`src/logic/cbu_map.svh`:
```
`ifndef CBU_MAP_SVH
`define CBU_MAP_SVH
// Flag positions in the flag register
`define CBU_FLAG_C 3'd0
`define CBU_FLAG_Z 3'd1
`define CBU_FLAG_N 3'd2
`define CBU_FLAG_V 3'd3
`define CBU_FLAG_S 3'd4
`define CBU_FLAG_H 3'd5
`define CBU_FLAG_T 3'd6
`define CBU_FLAG_I 3'd7
// Widths
`define CBU_PC_W 16
`define CBU_OFS_W 7
// Reset values
`define CBU_PC_RST 16'h0000
`define CBU_FLAGS_RST 8'h00
// Taken branch costs one extra cycle
`define CBU_TAKEN_CYCLES 2
`endif

```
`src/logic/cbu_pkg.sv`:
```
`default_nettype none
package cbu_pkg;
  typedef enum logic [4:0] {
    CBU_OP_NONE = 5'h00,
    CBU_OP_FLAG_SET = 5'h01,
    CBU_OP_FLAG_CLEAR = 5'h02,
    CBU_OP_EQUAL = 5'h03,
    CBU_OP_NOT_EQUAL = 5'h04,
    CBU_OP_CARRY_SET = 5'h05,
    CBU_OP_CARRY_CLEAR = 5'h06,
    CBU_OP_SAME_HIGHER = 5'h07,
    CBU_OP_LOWER = 5'h08,
    CBU_OP_NEGATIVE = 5'h09,
    CBU_OP_POSITIVE = 5'h0a,
    CBU_OP_SIGNED_GE = 5'h0b,
    CBU_OP_SIGNED_LT = 5'h0c,
    CBU_OP_HALF_SET = 5'h0d,
    CBU_OP_HALF_CLEAR = 5'h0e,
    CBU_OP_TRANSFER_SET = 5'h0f,
    CBU_OP_TRANSFER_CLEAR = 5'h10,
    CBU_OP_OVERFLOW_SET = 5'h11,
    CBU_OP_OVERFLOW_CLEAR = 5'h12
  } cbu_op_type;
  typedef enum logic [0:0] {
    CBU_ST_RUN = 1'b0,
    CBU_ST_FLUSH = 1'b1
  } cbu_state_type;
  typedef struct packed {
    logic valid;
    cbu_op_type op;
    logic [2:0] bit_sel;
    logic [6:0] offset;
    logic [15:0] pc;
  } cbu_req_type;
  typedef struct packed {
    logic valid;
    logic taken;
    logic [15:0] next_pc;
  } cbu_resp_type;
endpackage
`default_nettype wire

```
`src/logic/cbu_branch_unit.sv`:
```
`include "cbu_map.svh"
`default_nettype none
module cbu_branch_unit
  import cbu_pkg::*;
(
  // Clock and reset
  input wire logic i_mclk,
  input wire logic i_arst_n,
  // Decoded branch request and flag register
  input wire cbu_pkg::cbu_req_type i_req,
  input wire logic [7:0] i_flag_register,
  // Result to fetch stage
  output logic [15:0] o_next_pc,
  output logic o_resp_valid,
  output logic o_taken,
  output logic o_flush,
  output logic o_busy,
  output logic [7:0] o_flag_register
);
  import cbu_pkg::*;

  // ----------------------------------------
  // Reset release
  // ----------------------------------------
  logic rst_meta_reg;
  logic rst_n_reg;
  always_ff @(posedge i_mclk or negedge i_arst_n) begin
    if (!i_arst_n) begin
      rst_meta_reg <= 1'b0;
      rst_n_reg <= 1'b0;
    end else begin
      rst_meta_reg <= 1'b1;
      rst_n_reg <= rst_meta_reg;
    end
  end

  // ----------------------------------------
  // Condition evaluation
  // ----------------------------------------
  function automatic logic flag_at(input logic [7:0] f, input logic [2:0] idx);
    flag_at = f[idx];
  endfunction

  logic cond;
  always_comb begin
    cond = 1'b0;
    unique case (i_req.op)
      CBU_OP_NONE: cond = 1'b0;
      CBU_OP_FLAG_SET: cond = flag_at(i_flag_register, i_req.bit_sel);
      CBU_OP_FLAG_CLEAR: cond = !flag_at(i_flag_register, i_req.bit_sel);
      CBU_OP_EQUAL: cond = flag_at(i_flag_register, `CBU_FLAG_Z);
      CBU_OP_NOT_EQUAL: cond = !flag_at(i_flag_register, `CBU_FLAG_Z);
      CBU_OP_CARRY_SET, CBU_OP_LOWER: begin
        cond = flag_at(i_flag_register, `CBU_FLAG_C);
      end
      CBU_OP_CARRY_CLEAR, CBU_OP_SAME_HIGHER: begin
        cond = !flag_at(i_flag_register, `CBU_FLAG_C);
      end
      CBU_OP_NEGATIVE: cond = flag_at(i_flag_register, `CBU_FLAG_N);
      CBU_OP_POSITIVE: cond = !flag_at(i_flag_register, `CBU_FLAG_N);
      CBU_OP_SIGNED_GE: begin
        cond = !(i_flag_register[`CBU_FLAG_N] ^ i_flag_register[`CBU_FLAG_V]);
      end
      CBU_OP_SIGNED_LT: begin
        cond = i_flag_register[`CBU_FLAG_N] ^ i_flag_register[`CBU_FLAG_V];
      end
      CBU_OP_HALF_SET: cond = flag_at(i_flag_register, `CBU_FLAG_H);
      CBU_OP_HALF_CLEAR: cond = !flag_at(i_flag_register, `CBU_FLAG_H);
      CBU_OP_TRANSFER_SET: cond = flag_at(i_flag_register, `CBU_FLAG_T);
      CBU_OP_TRANSFER_CLEAR: cond = !flag_at(i_flag_register, `CBU_FLAG_T);
      CBU_OP_OVERFLOW_SET: cond = flag_at(i_flag_register, `CBU_FLAG_V);
      CBU_OP_OVERFLOW_CLEAR: cond = !flag_at(i_flag_register, `CBU_FLAG_V);
      default: cond = 1'b0;
    endcase
  end

  // ----------------------------------------
  // Target arithmetic
  // ----------------------------------------
  // Offset is signed words; sign extend before the add
  logic [15:0] ofs_ext;
  logic [15:0] target_pc;
  logic [15:0] seq_pc;
  assign ofs_ext = {{9{i_req.offset[6]}}, i_req.offset};
  assign target_pc = 16'(i_req.pc + ofs_ext + 16'h0001);
  assign seq_pc = 16'(i_req.pc + 16'h0001);

  // ----------------------------------------
  // Sequencing
  // ----------------------------------------
  cbu_state_type state_reg;
  logic accept;
  assign accept = i_req.valid && (state_reg == CBU_ST_RUN) && (i_req.op != CBU_OP_NONE);

  // Taken branch spends a second cycle flushing the fetched word
  always_ff @(posedge i_mclk or negedge rst_n_reg) begin
    if (!rst_n_reg) begin
      state_reg <= CBU_ST_RUN;
    end else begin
      unique case (state_reg)
        CBU_ST_RUN: if (accept && cond) state_reg <= CBU_ST_FLUSH;
        CBU_ST_FLUSH: state_reg <= CBU_ST_RUN;
      endcase
    end
  end

  always_ff @(posedge i_mclk or negedge rst_n_reg) begin
    if (!rst_n_reg) begin
      o_next_pc <= `CBU_PC_RST;
      o_resp_valid <= 1'b0;
      o_taken <= 1'b0;
    end else begin
      o_resp_valid <= accept;
      if (accept) begin
        o_taken <= cond;
        o_next_pc <= cond ? target_pc : seq_pc;
      end
    end
  end

  always_ff @(posedge i_mclk or negedge rst_n_reg) begin
    if (!rst_n_reg) begin
      o_flush <= 1'b0;
      o_busy <= 1'b0;
    end else begin
      o_flush <= accept && cond;
      o_busy <= accept && cond;
    end
  end

  // Flags pass through untouched, branches never write them
  always_ff @(posedge i_mclk or negedge rst_n_reg) begin
    if (!rst_n_reg) begin
      o_flag_register <= `CBU_FLAGS_RST;
    end else begin
      o_flag_register <= i_flag_register;
    end
  end

  // ----------------------------------------
  // Turnaround tracking
  // ----------------------------------------
  // Checker-only age of the last taken branch, saturating at 3
  logic [1:0] gap_reg;
  logic [1:0] gap_next;
  always_comb begin
    gap_next = gap_reg;
    if (accept && cond) begin
      gap_next = 2'h1;
    end else if (gap_reg != 2'h0 && gap_reg != 2'h3) begin
      gap_next = 2'(gap_reg + 2'h1);
    end
  end

  always_ff @(posedge i_mclk or negedge rst_n_reg) begin
    if (!rst_n_reg) begin
      gap_reg <= 2'h0;
    end else begin
      gap_reg <= gap_next;
    end
  end

  // ----------------------------------------
  // Decode reference
  // ----------------------------------------
  // Table view of the decode, kept apart so a slip in either one shows
  function automatic logic [2:0] ref_flag(input cbu_op_type op, input logic [2:0] sel);
    case (op)
      CBU_OP_EQUAL, CBU_OP_NOT_EQUAL: ref_flag = `CBU_FLAG_Z;
      CBU_OP_CARRY_SET, CBU_OP_CARRY_CLEAR: ref_flag = `CBU_FLAG_C;
      CBU_OP_SAME_HIGHER, CBU_OP_LOWER: ref_flag = `CBU_FLAG_C;
      CBU_OP_NEGATIVE, CBU_OP_POSITIVE: ref_flag = `CBU_FLAG_N;
      CBU_OP_SIGNED_GE, CBU_OP_SIGNED_LT: ref_flag = `CBU_FLAG_N;
      CBU_OP_HALF_SET, CBU_OP_HALF_CLEAR: ref_flag = `CBU_FLAG_H;
      CBU_OP_TRANSFER_SET, CBU_OP_TRANSFER_CLEAR: ref_flag = `CBU_FLAG_T;
      CBU_OP_OVERFLOW_SET, CBU_OP_OVERFLOW_CLEAR: ref_flag = `CBU_FLAG_V;
      default: ref_flag = sel;
    endcase
  endfunction

  function automatic logic ref_level(input cbu_op_type op);
    case (op)
      CBU_OP_FLAG_SET, CBU_OP_EQUAL, CBU_OP_CARRY_SET, CBU_OP_LOWER: ref_level = 1'b1;
      CBU_OP_NEGATIVE, CBU_OP_SIGNED_LT, CBU_OP_HALF_SET: ref_level = 1'b1;
      CBU_OP_TRANSFER_SET, CBU_OP_OVERFLOW_SET: ref_level = 1'b1;
      default: ref_level = 1'b0;
    endcase
  endfunction

  logic ref_bit;
  logic ref_taken;
  always_comb begin
    ref_bit = i_flag_register[ref_flag(i_req.op, i_req.bit_sel)];
    if (i_req.op == CBU_OP_SIGNED_GE || i_req.op == CBU_OP_SIGNED_LT) begin
      ref_bit = ref_bit ^ i_flag_register[`CBU_FLAG_V];
    end
    ref_taken = (i_req.op != CBU_OP_NONE) && (i_req.op <= CBU_OP_OVERFLOW_CLEAR)
      && (ref_bit == ref_level(i_req.op));
  end

  // One set of checks per flag position
  for (genvar b = 0; b < 8; b++) begin : g_bit_chk

  end
endmodule // cbu_branch_unit
`default_nettype wire

```
`config.mk`:
```
export PLATFORM = sky130hd
export DESIGN_NAME = cbu_branch_unit
export DESIGN_NICKNAME = d
export VERILOG_FILES = /design/src/logic/cbu_pkg.sv /design/src/logic/cbu_branch_unit.sv
export VERILOG_INCLUDE_DIRS = /design/src /design/src/logic
export SDC_FILE = /design/constraint.sdc
export NUM_CORES = 1
export LEC_CHECK = 0
export ABC_AREA = 0
export BUFFER_PORTS_ARGS = -buffer_cell sky130_fd_sc_hd__buf_2
export CAP_MARGIN = 20
export CORE_MARGIN = 2
export CORE_UTILIZATION = 47
export DETAILED_ROUTE_END_ITERATION = 10
export PLACE_DENSITY = 0.73
export SLEW_MARGIN = 40
export SYNTH_ARGS = -nofsm -noshare
export SYNTH_HDL_FRONTEND = slang
export SYNTH_SLANG_ARGS = --single-unit
```
`constraint.sdc`:
```
create_clock -name i_mclk -period 1.2 [get_ports i_mclk]
set_clock_uncertainty 0.05 [all_clocks]
set_input_delay 0.06 -clock i_mclk [delete_from_list [all_inputs] [get_ports i_mclk]]
set_output_delay 0.06 -clock i_mclk [all_outputs]
set_load 0.05 [all_outputs]
```
After elaboration in Yosys (flattened, before gate mapping)
Index checks and enable logic that the tools add are counted.
{ "totals": {"reg_bits": 30, "input_bits": 42, "word_cells": 52} }
{ "classes": {"n_addsub": 3, "n_lt_le_gt_ge": 1, "eq_ne": 18, "mux": 6, "n_bitwise": 2, "n_reduce_logical": 14} }
{ "ops": {"columns": ["operator", "count"], "rows": [
  ["$eq A5 B4 Y1 const B", 8],
  ["$add A16 B1 Y16 const B", 2],
  ["$eq A5 B3 Y1 const B", 4],
  ["$add A16 B16 Y16", 1],
  ["$mux W16", 1],
  ["$pmux W1 S16", 1],
  ["$eq A5 B5 Y1 const B", 3],
  ["$eq A5 B2 Y1 const B", 2],
  ["$logic_not A1 Y1", 8],
  ["$eq A5 B1 Y1 const B", 1],
  ["$reduce_bool A5 Y1", 1],
  ["$lt A3 B4 Y1 const B", 1],
  ["$reduce_or A2 Y1", 2],
  ["$bmux W1 S3", 1],
  ["$logic_and A1 B1 Y1", 3],
  ["$mux W1", 2],
  ["$pmux W1 S2", 1],
  ["$not A1 Y1", 1],
  ["$xor A1 B1 Y1", 1]
]} }

Logic depth before layout (Yosys ltp)
Gate-level depths: netlist of run 1.
{ "logic_depth": {"depth_word": 7, "mapped_depth": 11, "ltp_nobuf": 11} }

Worst setup path before layout of run 1
No wires, ideal clock.
{ "synth_path": {"path_type": "input to register", "startpoint": "in i_req[0] (netlist bit)", "endpoint": "reg o_next_pc[12]", "arrival_ns": 1.908, "required_ns": 1.024, "setup_slack_ns": -0.884, "stages": 10, "path_buffers": 0, "path_cell_list": "inv_1 ha_1 inv_1 fa_1 a21oi_1 o211ai_1 a31oi_1 o21ai_0 xor2_1 a221o_1"} }
{ "synth_via": {"elab_chain_cells": 3, "word_cells_on_any_way": 4, "classes_between": "add/sub: 3; mux: 1"} }
{ "synth_rtl": {"columns": ["item", "line_no", "source"], "rows": [
  ["from (decl)", "cbu_branch_unit.sv:10", "input wire cbu_pkg::cbu_req_type i_req,"],
  ["$add A16 B16 Y16", "cbu_branch_unit.sv:85", "assign target_pc = 16'(i_req.pc + ofs_ext + 16'h0001);"],
  ["$add A16 B1 Y16", "cbu_branch_unit.sv:85", null],
  ["$mux W16 *", "cbu_branch_unit.sv:116", "o_next_pc <= cond ? target_pc : seq_pc;"],
  ["to (signal assigned)", "cbu_branch_unit.sv:109", "o_next_pc <= `CBU_PC_RST;"],
  ["to (signal assigned)", "cbu_branch_unit.sv:116", null],
  ["to (decl)", "cbu_branch_unit.sv:13", "output logic [15:0] o_next_pc,"]
]} }
Every way passes the cells marked *; elsewhere a longest branch is shown, timed or not.
A chain may end at the register's enable or synchronous reset.

Worst setup path in the final report of run 1
{ "layout_path": {"startpoint": "in i_req[16] (netlist bit)", "endpoint": "reg o_next_pc[12]"} }
{ "layout_via": {"elab_chain_cells": 3} }
{ "layout_rtl": {"columns": ["item", "line_no"], "rows": [
  ["$add A16 B16 Y16", "cbu_branch_unit.sv:85"],
  ["$add A16 B1 Y16", "cbu_branch_unit.sv:85"],
  ["$mux W16", "cbu_branch_unit.sv:116"]
]} }
Every way passes these cells.

==> reports/metrics.yaml, run 1 <==
clocking:
  cts-root-buf: "clkbuf_8"
  cts_tree: "built"
  clk_pin_slew_ns: 0.06
  clk_latency_ns: 0.28
  cts-htree-levels: 2
  clock-sinks: 30
  cts_buffers: 5
  clk_path_buf_depth: 2
global_route:
  grt_pass1_vias: 2722
  grt_pass1_wl_um: 11900
  grt.overflow.total: 0
  grt_usage_pct: 27.4
  grt_max_degree: 29
  antenna_found_initial: 0
floorplanning:
  die_h_um: 75.6
  die_w_um: 75.6
  die_area_um2: 5720
  rows: 26
  core-area_um2: 5040
  start_util_pct: 47.8
  pin_count: 70
synth:
  synth_xor_area_share_pct: 10.2
  ys_seq_area_share_pct: 31.2
  async_flop_share_pct: 100
  synth_top_family_by_area: "compound AO/OA/AOI/OAI gates"
  muxShareOfSynthArea_pct: 5.92
  synth_seq_cells: 30
  synth_edf_count: 0
  synth.distinct_cells: 51
  ys.flop_type: "dfrtp_1"
  synth-adder-area-share_pct: 9.14
  yosys.area_share.simple_pct: 19.0
  synth_compound_area_share_pct: 20.1
  syn_nets: 323
  synthesis.instances: 264
  avgSynthCellArea_um2: 9.13
  ys.warnings.count: 0
  mappedNetlistArea_um2: 2410
sta:
  fmax_mhz: 561
  rsz0062_at_grt: "true"
  setup-violations-final: 19
  final_period_minus_worst_setup_slack_ns: 1.78
  hold_violations: 0
  setup_slack_ns: -0.583
  slew_viol_final: 0
  period_share_pct: 149
finish:
  fin_cells: 500
  antenna_cells: 0
  post_route_cells_drive_above_1_share_pct: 50.0
  regMostFlops: "o_next_pc"
  largest_register_ffs: 16
  areaGrowthSynthToFinish_pct: 65.3
  largestRegisters: "o_next_pc x16, o_flag_register x8"
  nNetsFinal: 488
place:
  portBuffers: 69
  place_hpwl_um: 5140
  gp_congestion: 0.937
  dp.cells: 476
  pre_cts_ws_ns: -0.944
routing:
  drt_wl_total_um: 7860
  vias: 2738
  ant_nets: 0
  drt_first_pass_iters: 4
  vias_per_cell: 5.48
  wl_per_cell_um: 15.7
  drt_iter0_markers: 110
  drc: 0
setup_path:
  crit_buf_inv: 3
  crit_end: "o_next_pc[12]$_DFFE_PN0P_"
  setup.worst_path.start: "i_req[16]"
  crit_type: "in2reg"
  critPathLaunchType: "input pin"
  max_stage_delay_ns: 0.36
  timing.rr.end: "o_next_pc[6]$_DFFE_PN0P_"
  cp_max_fo: 3
  crit_cells: 11
  critPathTopFamily: "compound AO/OA/AOI/OAI gates"
  cp_slowest_cell: "fa_2"
  r2r_cells: 5
  r2r_start: "state_reg$_DFF_PN0_"
  ff2ff_setup_slack_ns: -0.28
  crit_chain: "buf_8 -> inv_12 -> ha_4 -> inv_2 -> fa_2 -> a21oi_4 -> o211ai_1 -> a31oi_2 -> o21ai_1 -> xor2_1 -> a221o_1"
  cp-end-kind: "register"
  required_ns: 1.32
  arrival_ns: 1.90
pwr:
  pwr-share-comb_pct: 52.8
  swShare_pct: 42.7
  pwr-share-seq_pct: 28.3
  irDropWorstVdd_mv: 0.559
  clock_power_share_pct: 18.8
  switchingPower_mw: 1.92
  p_int_mw: 2.58
  p_leak_nw: 1.91
  p_per_area_nw_per_um2: 1130
flow_run:
  cap_violations: 0
status:
  status: "finished, violations left"
  violations: "setup timing"
min_path:
  hp-class: "in2async"
## timing repair
| item | 4_1_cts | 5_1_grt |
|---|---|---|
| pin swaps | 17 | 12 |
| cloned | 1 | 0 |
| endpoints found under the setup margin | 20 | 19 |
| endpoints found under the hold margin | 10 | 0 |
| gates resized for setup | 28 | 20 |
| buffers inserted | 6 | 1 |
| hold buffers | 9 | 0 |
## routing by layer
| layer | up-vias | track usage [%] | share of wire [%] |
|---|---|---|---|
| li1 | 1291 | - | - |
| met1 | 1302 | 30.0 | 39 |
| met2 | 119 | 49.8 | 51 |
| met3 | 26 | 5.82 | 5.9 |
| met4 | 0 | 13.5 | 3.5 |
| met5 | - | 0 | 0 |
## area by class of cell
class / count / area (um2)
Inverter: 9 / 51.3
Sequential cell: 30 / 751
Timing Repair Buffer: 170 / 1210
Clock inverter: 2 / 12.5
Fill cell: 296 / 1060
Multi-Input combinational cell: 213 / 1790
Clock buffer: 6 / 82.6
Tap cell: 70 / 87.6
## cell usage after synthesis, types with 2 or more instances
master	instances	share of area, %
a211oi_1	2	0.62
a21o_1	5	1.6
a21oi_1	12	2.5
a221o_1	4	1.7
a31oi_1	6	1.6
and2_1	2	0.52
and3_1	3	0.78
buf_6	3	1.4
clkbuf_1	8	1.2
dfrtp_1	30	31
ha_1	16	8.3
inv_1	9	1.4
mux2i_1	9	3.7
mux4_1	2	2.2
nand2_1	32	5.0
nand2b_1	5	1.3
nand3_1	17	3.5
nand4_1	2	0.52
nor2_1	15	2.3
nor2b_1	2	0.52
nor3_1	7	1.5
o2111ai_1	2	0.73
o21ai_0	10	2.1
o22ai_1	2	0.52
o311ai_2	7	4.7
xnor2_1	12	4.4
xor2_1	16	5.8
## kinds of logic (layout without fill, tap and decap cells)
| family | count (synthesis) | in the layout |
|---|---|---|
| xor gates and xnor gates | 28 | 28 |
| AOI/OAI and AO/OA | 62 | 62 |
| muxes | 11 | 11 |
| DFF | 30 | 30 |
| buffers and inverters | 21 | 187 |
| and+or+nand+nor | 94 | 94 |
| adders and majority gates | 17 | 17 |
| other | 1 | 1 |
## stage by stage
step / total power [mW] / area, um2 / hold WS (ns) / TNS [ns] / utilization (%)
floorplan: 2.65 / 2530 / -0.286 / -9.41 / -
global placement: 3.30 / 3520 / -0.205 / -14.47 / 69.9
detailed placement: 3.34 / 3520 / -0.204 / -14.77 / 69.9
CTS: 4.32 / 3850 / 0.0347 / -8.48 / 76.5
global route: 4.72 / 3980 / 0.0337 / -9.98 / 79.0
finish: 4.49 / 3980 / 0.0388 / -9.04 / 79.0
## worst min path at each step
stage | end | slack (ns) | cells past startpoint
floorplan | rst_meta_reg$_DFF_PN0_ | -0.29 | 0
global placement | rst_n_reg$_DFF_PN0_ | -0.21 | 1
detailed placement | rst_n_reg$_DFF_PN0_ | -0.20 | 1
CTS | rst_meta_reg$_DFF_PN0_ | 0.03 | 2
global route | rst_meta_reg$_DFF_PN0_ | 0.03 | 2
finish | rst_meta_reg$_DFF_PN0_ | 0.04 | 2
## placed cells by master (no fill, tap or decap), drive strengths merged, types with 3 or more instances in the layout
master,instances
ha,16
nand2,32
a21oi,12
a221o,4
a21o,5
nand2b,5
xor2,16
clkbuf,6
nor2,15
nor3,7
o311ai,7
dfrtp,30
and2,3
inv,9
xnor2,12
o21ai,10
and3,3
a31oi,6
nand3,17
mux2i,9
dlygate4sd3,9
buf,161
## worst reg2reg max path, delay by kind of cell (launching register included)
kind,cells,cell delay [ns]
buf+inv,3,0.47
compound gates,2,0.48
flops,1,0.36
## power groups by stage
stage	clock network, mW	logic [mW]	registers [mW]
finish	0.846	2.37	1.27
floorplan	0	0.815	1.84
global placement	0	2.03	1.27
detailed placement	0	2.07	1.27
global route	0.904	2.52	1.29
CTS	0.858	2.21	1.26
(Power assumes the default switching activity.)
==> run 2: changes to the inputs <==
- REMOVE_ABC_BUFFERS: not set -> 1
==> reports/metrics.yaml, run 2 (synthesis results as in run 1) <==
setup_path:
  crit_chain: "buf_2 -> ha_1 -> nor2b_2 -> o2111ai_2 -> a31oi_2 -> nor2_2 -> o41ai_2 -> buf_4 -> xnor2_1 -> a31o_2"
  max_stage_delay_ns: 0.33  # -0.03 ns
  ff2ff_setup_slack_ns: -0.27  # about the same
  cp_max_fo: 3  # unchanged
  setup.worst_path.start: "i_req[1]"
  crit_cells: 10  # -1
  critPathLaunchType: "input pin"
  r2r_start: "state_reg$_DFF_PN0_"
  required_ns: 1.32  # about the same
  r2r_cells: 5  # unchanged
  cp_slowest_cell: "a31oi_2"
  crit_buf_inv: 2  # -1
  timing.rr.end: "o_next_pc[0]$_DFFE_PN0P_"
  cp-end-kind: "register"
  crit_end: "o_next_pc[15]$_DFFE_PN0P_"
  crit_type: "in2reg"
  critPathTopFamily: "compound AO/OA/AOI/OAI gates"
  arrival_ns: 1.91  # about the same
finish:
  largestRegisters: "o_next_pc x16, o_flag_register x8"
  largest_register_ffs: 16  # unchanged
  nFillCells: 364  # +23%
  mostFrequentLayoutCells: "79 x buf_4, 62 x buf_2, 32 x nand2_1"
  regMostFlops: "o_next_pc"
  areaGrowthSynthToFinish_pct: 60.0
  final_common_cell: "buf_4"
  post_route_cells_drive_above_1_share_pct: 48.3  # -1.7 points
  nNetsFinal: 480  # -1.6%
  antenna_cells: 0  # unchanged
place:
  pre_cts_ws_ns: -1.12  # -0.173 ns
  place_hpwl_um: 5090  # -0.89%
  gp_congestion: 0.870  # -7.2%
  portBuffers: 69  # unchanged
global_route:
  grt_max_degree: 29  # unchanged
  grt_pass1_vias: 2548  # -6.4%
  antenna_found_initial: 0  # unchanged
  grt.overflow.total: 0  # unchanged
  grt_pass1_wl_um: 11000  # -7.3%
  grt_usage_pct: 24.9  # -2.5 points
floorplanning:
  die_area_um2: 5720  # unchanged
  core-area_um2: 5040  # unchanged
  die_h_um: 75.6  # unchanged
  rows: 26  # unchanged
  start_util_pct: 47.8  # unchanged
  die_w_um: 75.6  # unchanged
  pin_count: 70  # unchanged
sta:
  setup-violations-final: 19  # unchanged
  final_period_minus_worst_setup_slack_ns: 1.79  # +0.00788 ns
  hold_violations: 0  # unchanged
  rsz0062_at_grt: "true"
  whs_ns: 0.0418  # +0.00303 ns
  setup_slack_ns: -0.591  # -0.00788 ns
  setup_tns_ns: -9.23  # -0.191 ns
  period_share_pct: 149  # +0.66 points
  slew_viol_final: 0  # unchanged
  fmax_mhz: 558  # -0.44%
status:
  status: "finished, violations left"
  violations: "setup timing"
pwr:
  p_total_mw: 4.38  # -2.5%
  p_per_area_nw_per_um2: 1140  # +0.68%
  irDropWorstVdd_mv: 0.508  # -9.1%
  p_leak_nw: 1.84  # -3.3%
routing:
  wl_per_cell_um: 14.5  # -7.7%
  drc: 0  # unchanged
  drt_first_pass_iters: 4  # unchanged
  drt_wl_total_um: 7140  # -9.2%
  drt_iter0_markers: 87  # -21%
  vias_per_cell: 5.30  # -3.2%
  ant_nets: 0  # unchanged
  vias: 2607  # -4.8%
clocking:
  cts-htree-levels: 2  # unchanged
  cts-root-buf: "clkbuf_8"
  clock-sinks: 30  # unchanged
  clk_pin_slew_ns: 0.06  # about the same
  clk_path_buf_depth: 2  # unchanged
  cts_buffers: 5  # unchanged
  cts_tree: "built"
  clk_latency_ns: 0.28  # about the same
flow_run:
  cap_violations: 0  # unchanged
min_path:
  hp-class: "in2async"
-- run 2: where the power goes --
part	switching [mW]	internal, mW	total (mW)
Clock	0.376	0.462	0.838
Sequential	0.0900	1.17	1.26
Combinational	1.37	0.908	2.28
-- run 2: layout make-up --
type	instances	area, um2	share of cell area [%]
Tap cell	70	87.6	2.27
Inverter	9	38.8	1.01
Timing Repair Buffer	162	1150	29.8
Clock inverter	1	5.00	0.130
Multi-Input combinational cell	213	1740	45.1
Clock buffer	7	86.3	2.24
Sequential cell	30	751	19.5
-- run 2: per-layer routing --
| metal | vias to the layer above | global-route usage, % | routed length (um) |
|---|---|---|---|
| met4 | 0 | 9.55 | 105 |
| met2 | 69 | 46.7 | 3830 |
| li1 | 1277 | - | - |
| met1 | 1252 | 28.9 | 2980 |
| met5 | - | 0 | 0 |
| met3 | 9 | 2.65 | 222 |
-- run 2: per-stage QoR --
stage          util, %  cell area (um2)  instances
6_report          76.5             3860        492
5_1_grt           76.5             3860        492
4_1_cts           74.7             3770        491
3_5_place_dp      67.3             3390        471
3_3_place_gp      67.3             3390        471
2_1_floorplan        -             2340        252
-- run 2: timing repair --
item | CTS | global route
buffers inserted | 2 | 2
hold endpoints to repair | 10 | 0
setup endpoints to repair | 20 | 20
cloned | 1 | 0
pin swaps | 19 | 6
hold buffers | 9 | 0
resized for setup | 44 | 19
-- run 2: worst min path at each step --
stage,endpoint,slack [ns]
final,rst_meta_reg$_DFF_PN0_,0.04
after global routing,rst_meta_reg$_DFF_PN0_,0.05
after CTS,rst_n_reg$_DFF_PN0_,0.04
after detailed placement,rst_n_reg$_DFF_PN0_,-0.20
after global placement,rst_n_reg$_DFF_PN0_,-0.20
after floorplan,rst_meta_reg$_DFF_PN0_,-0.29
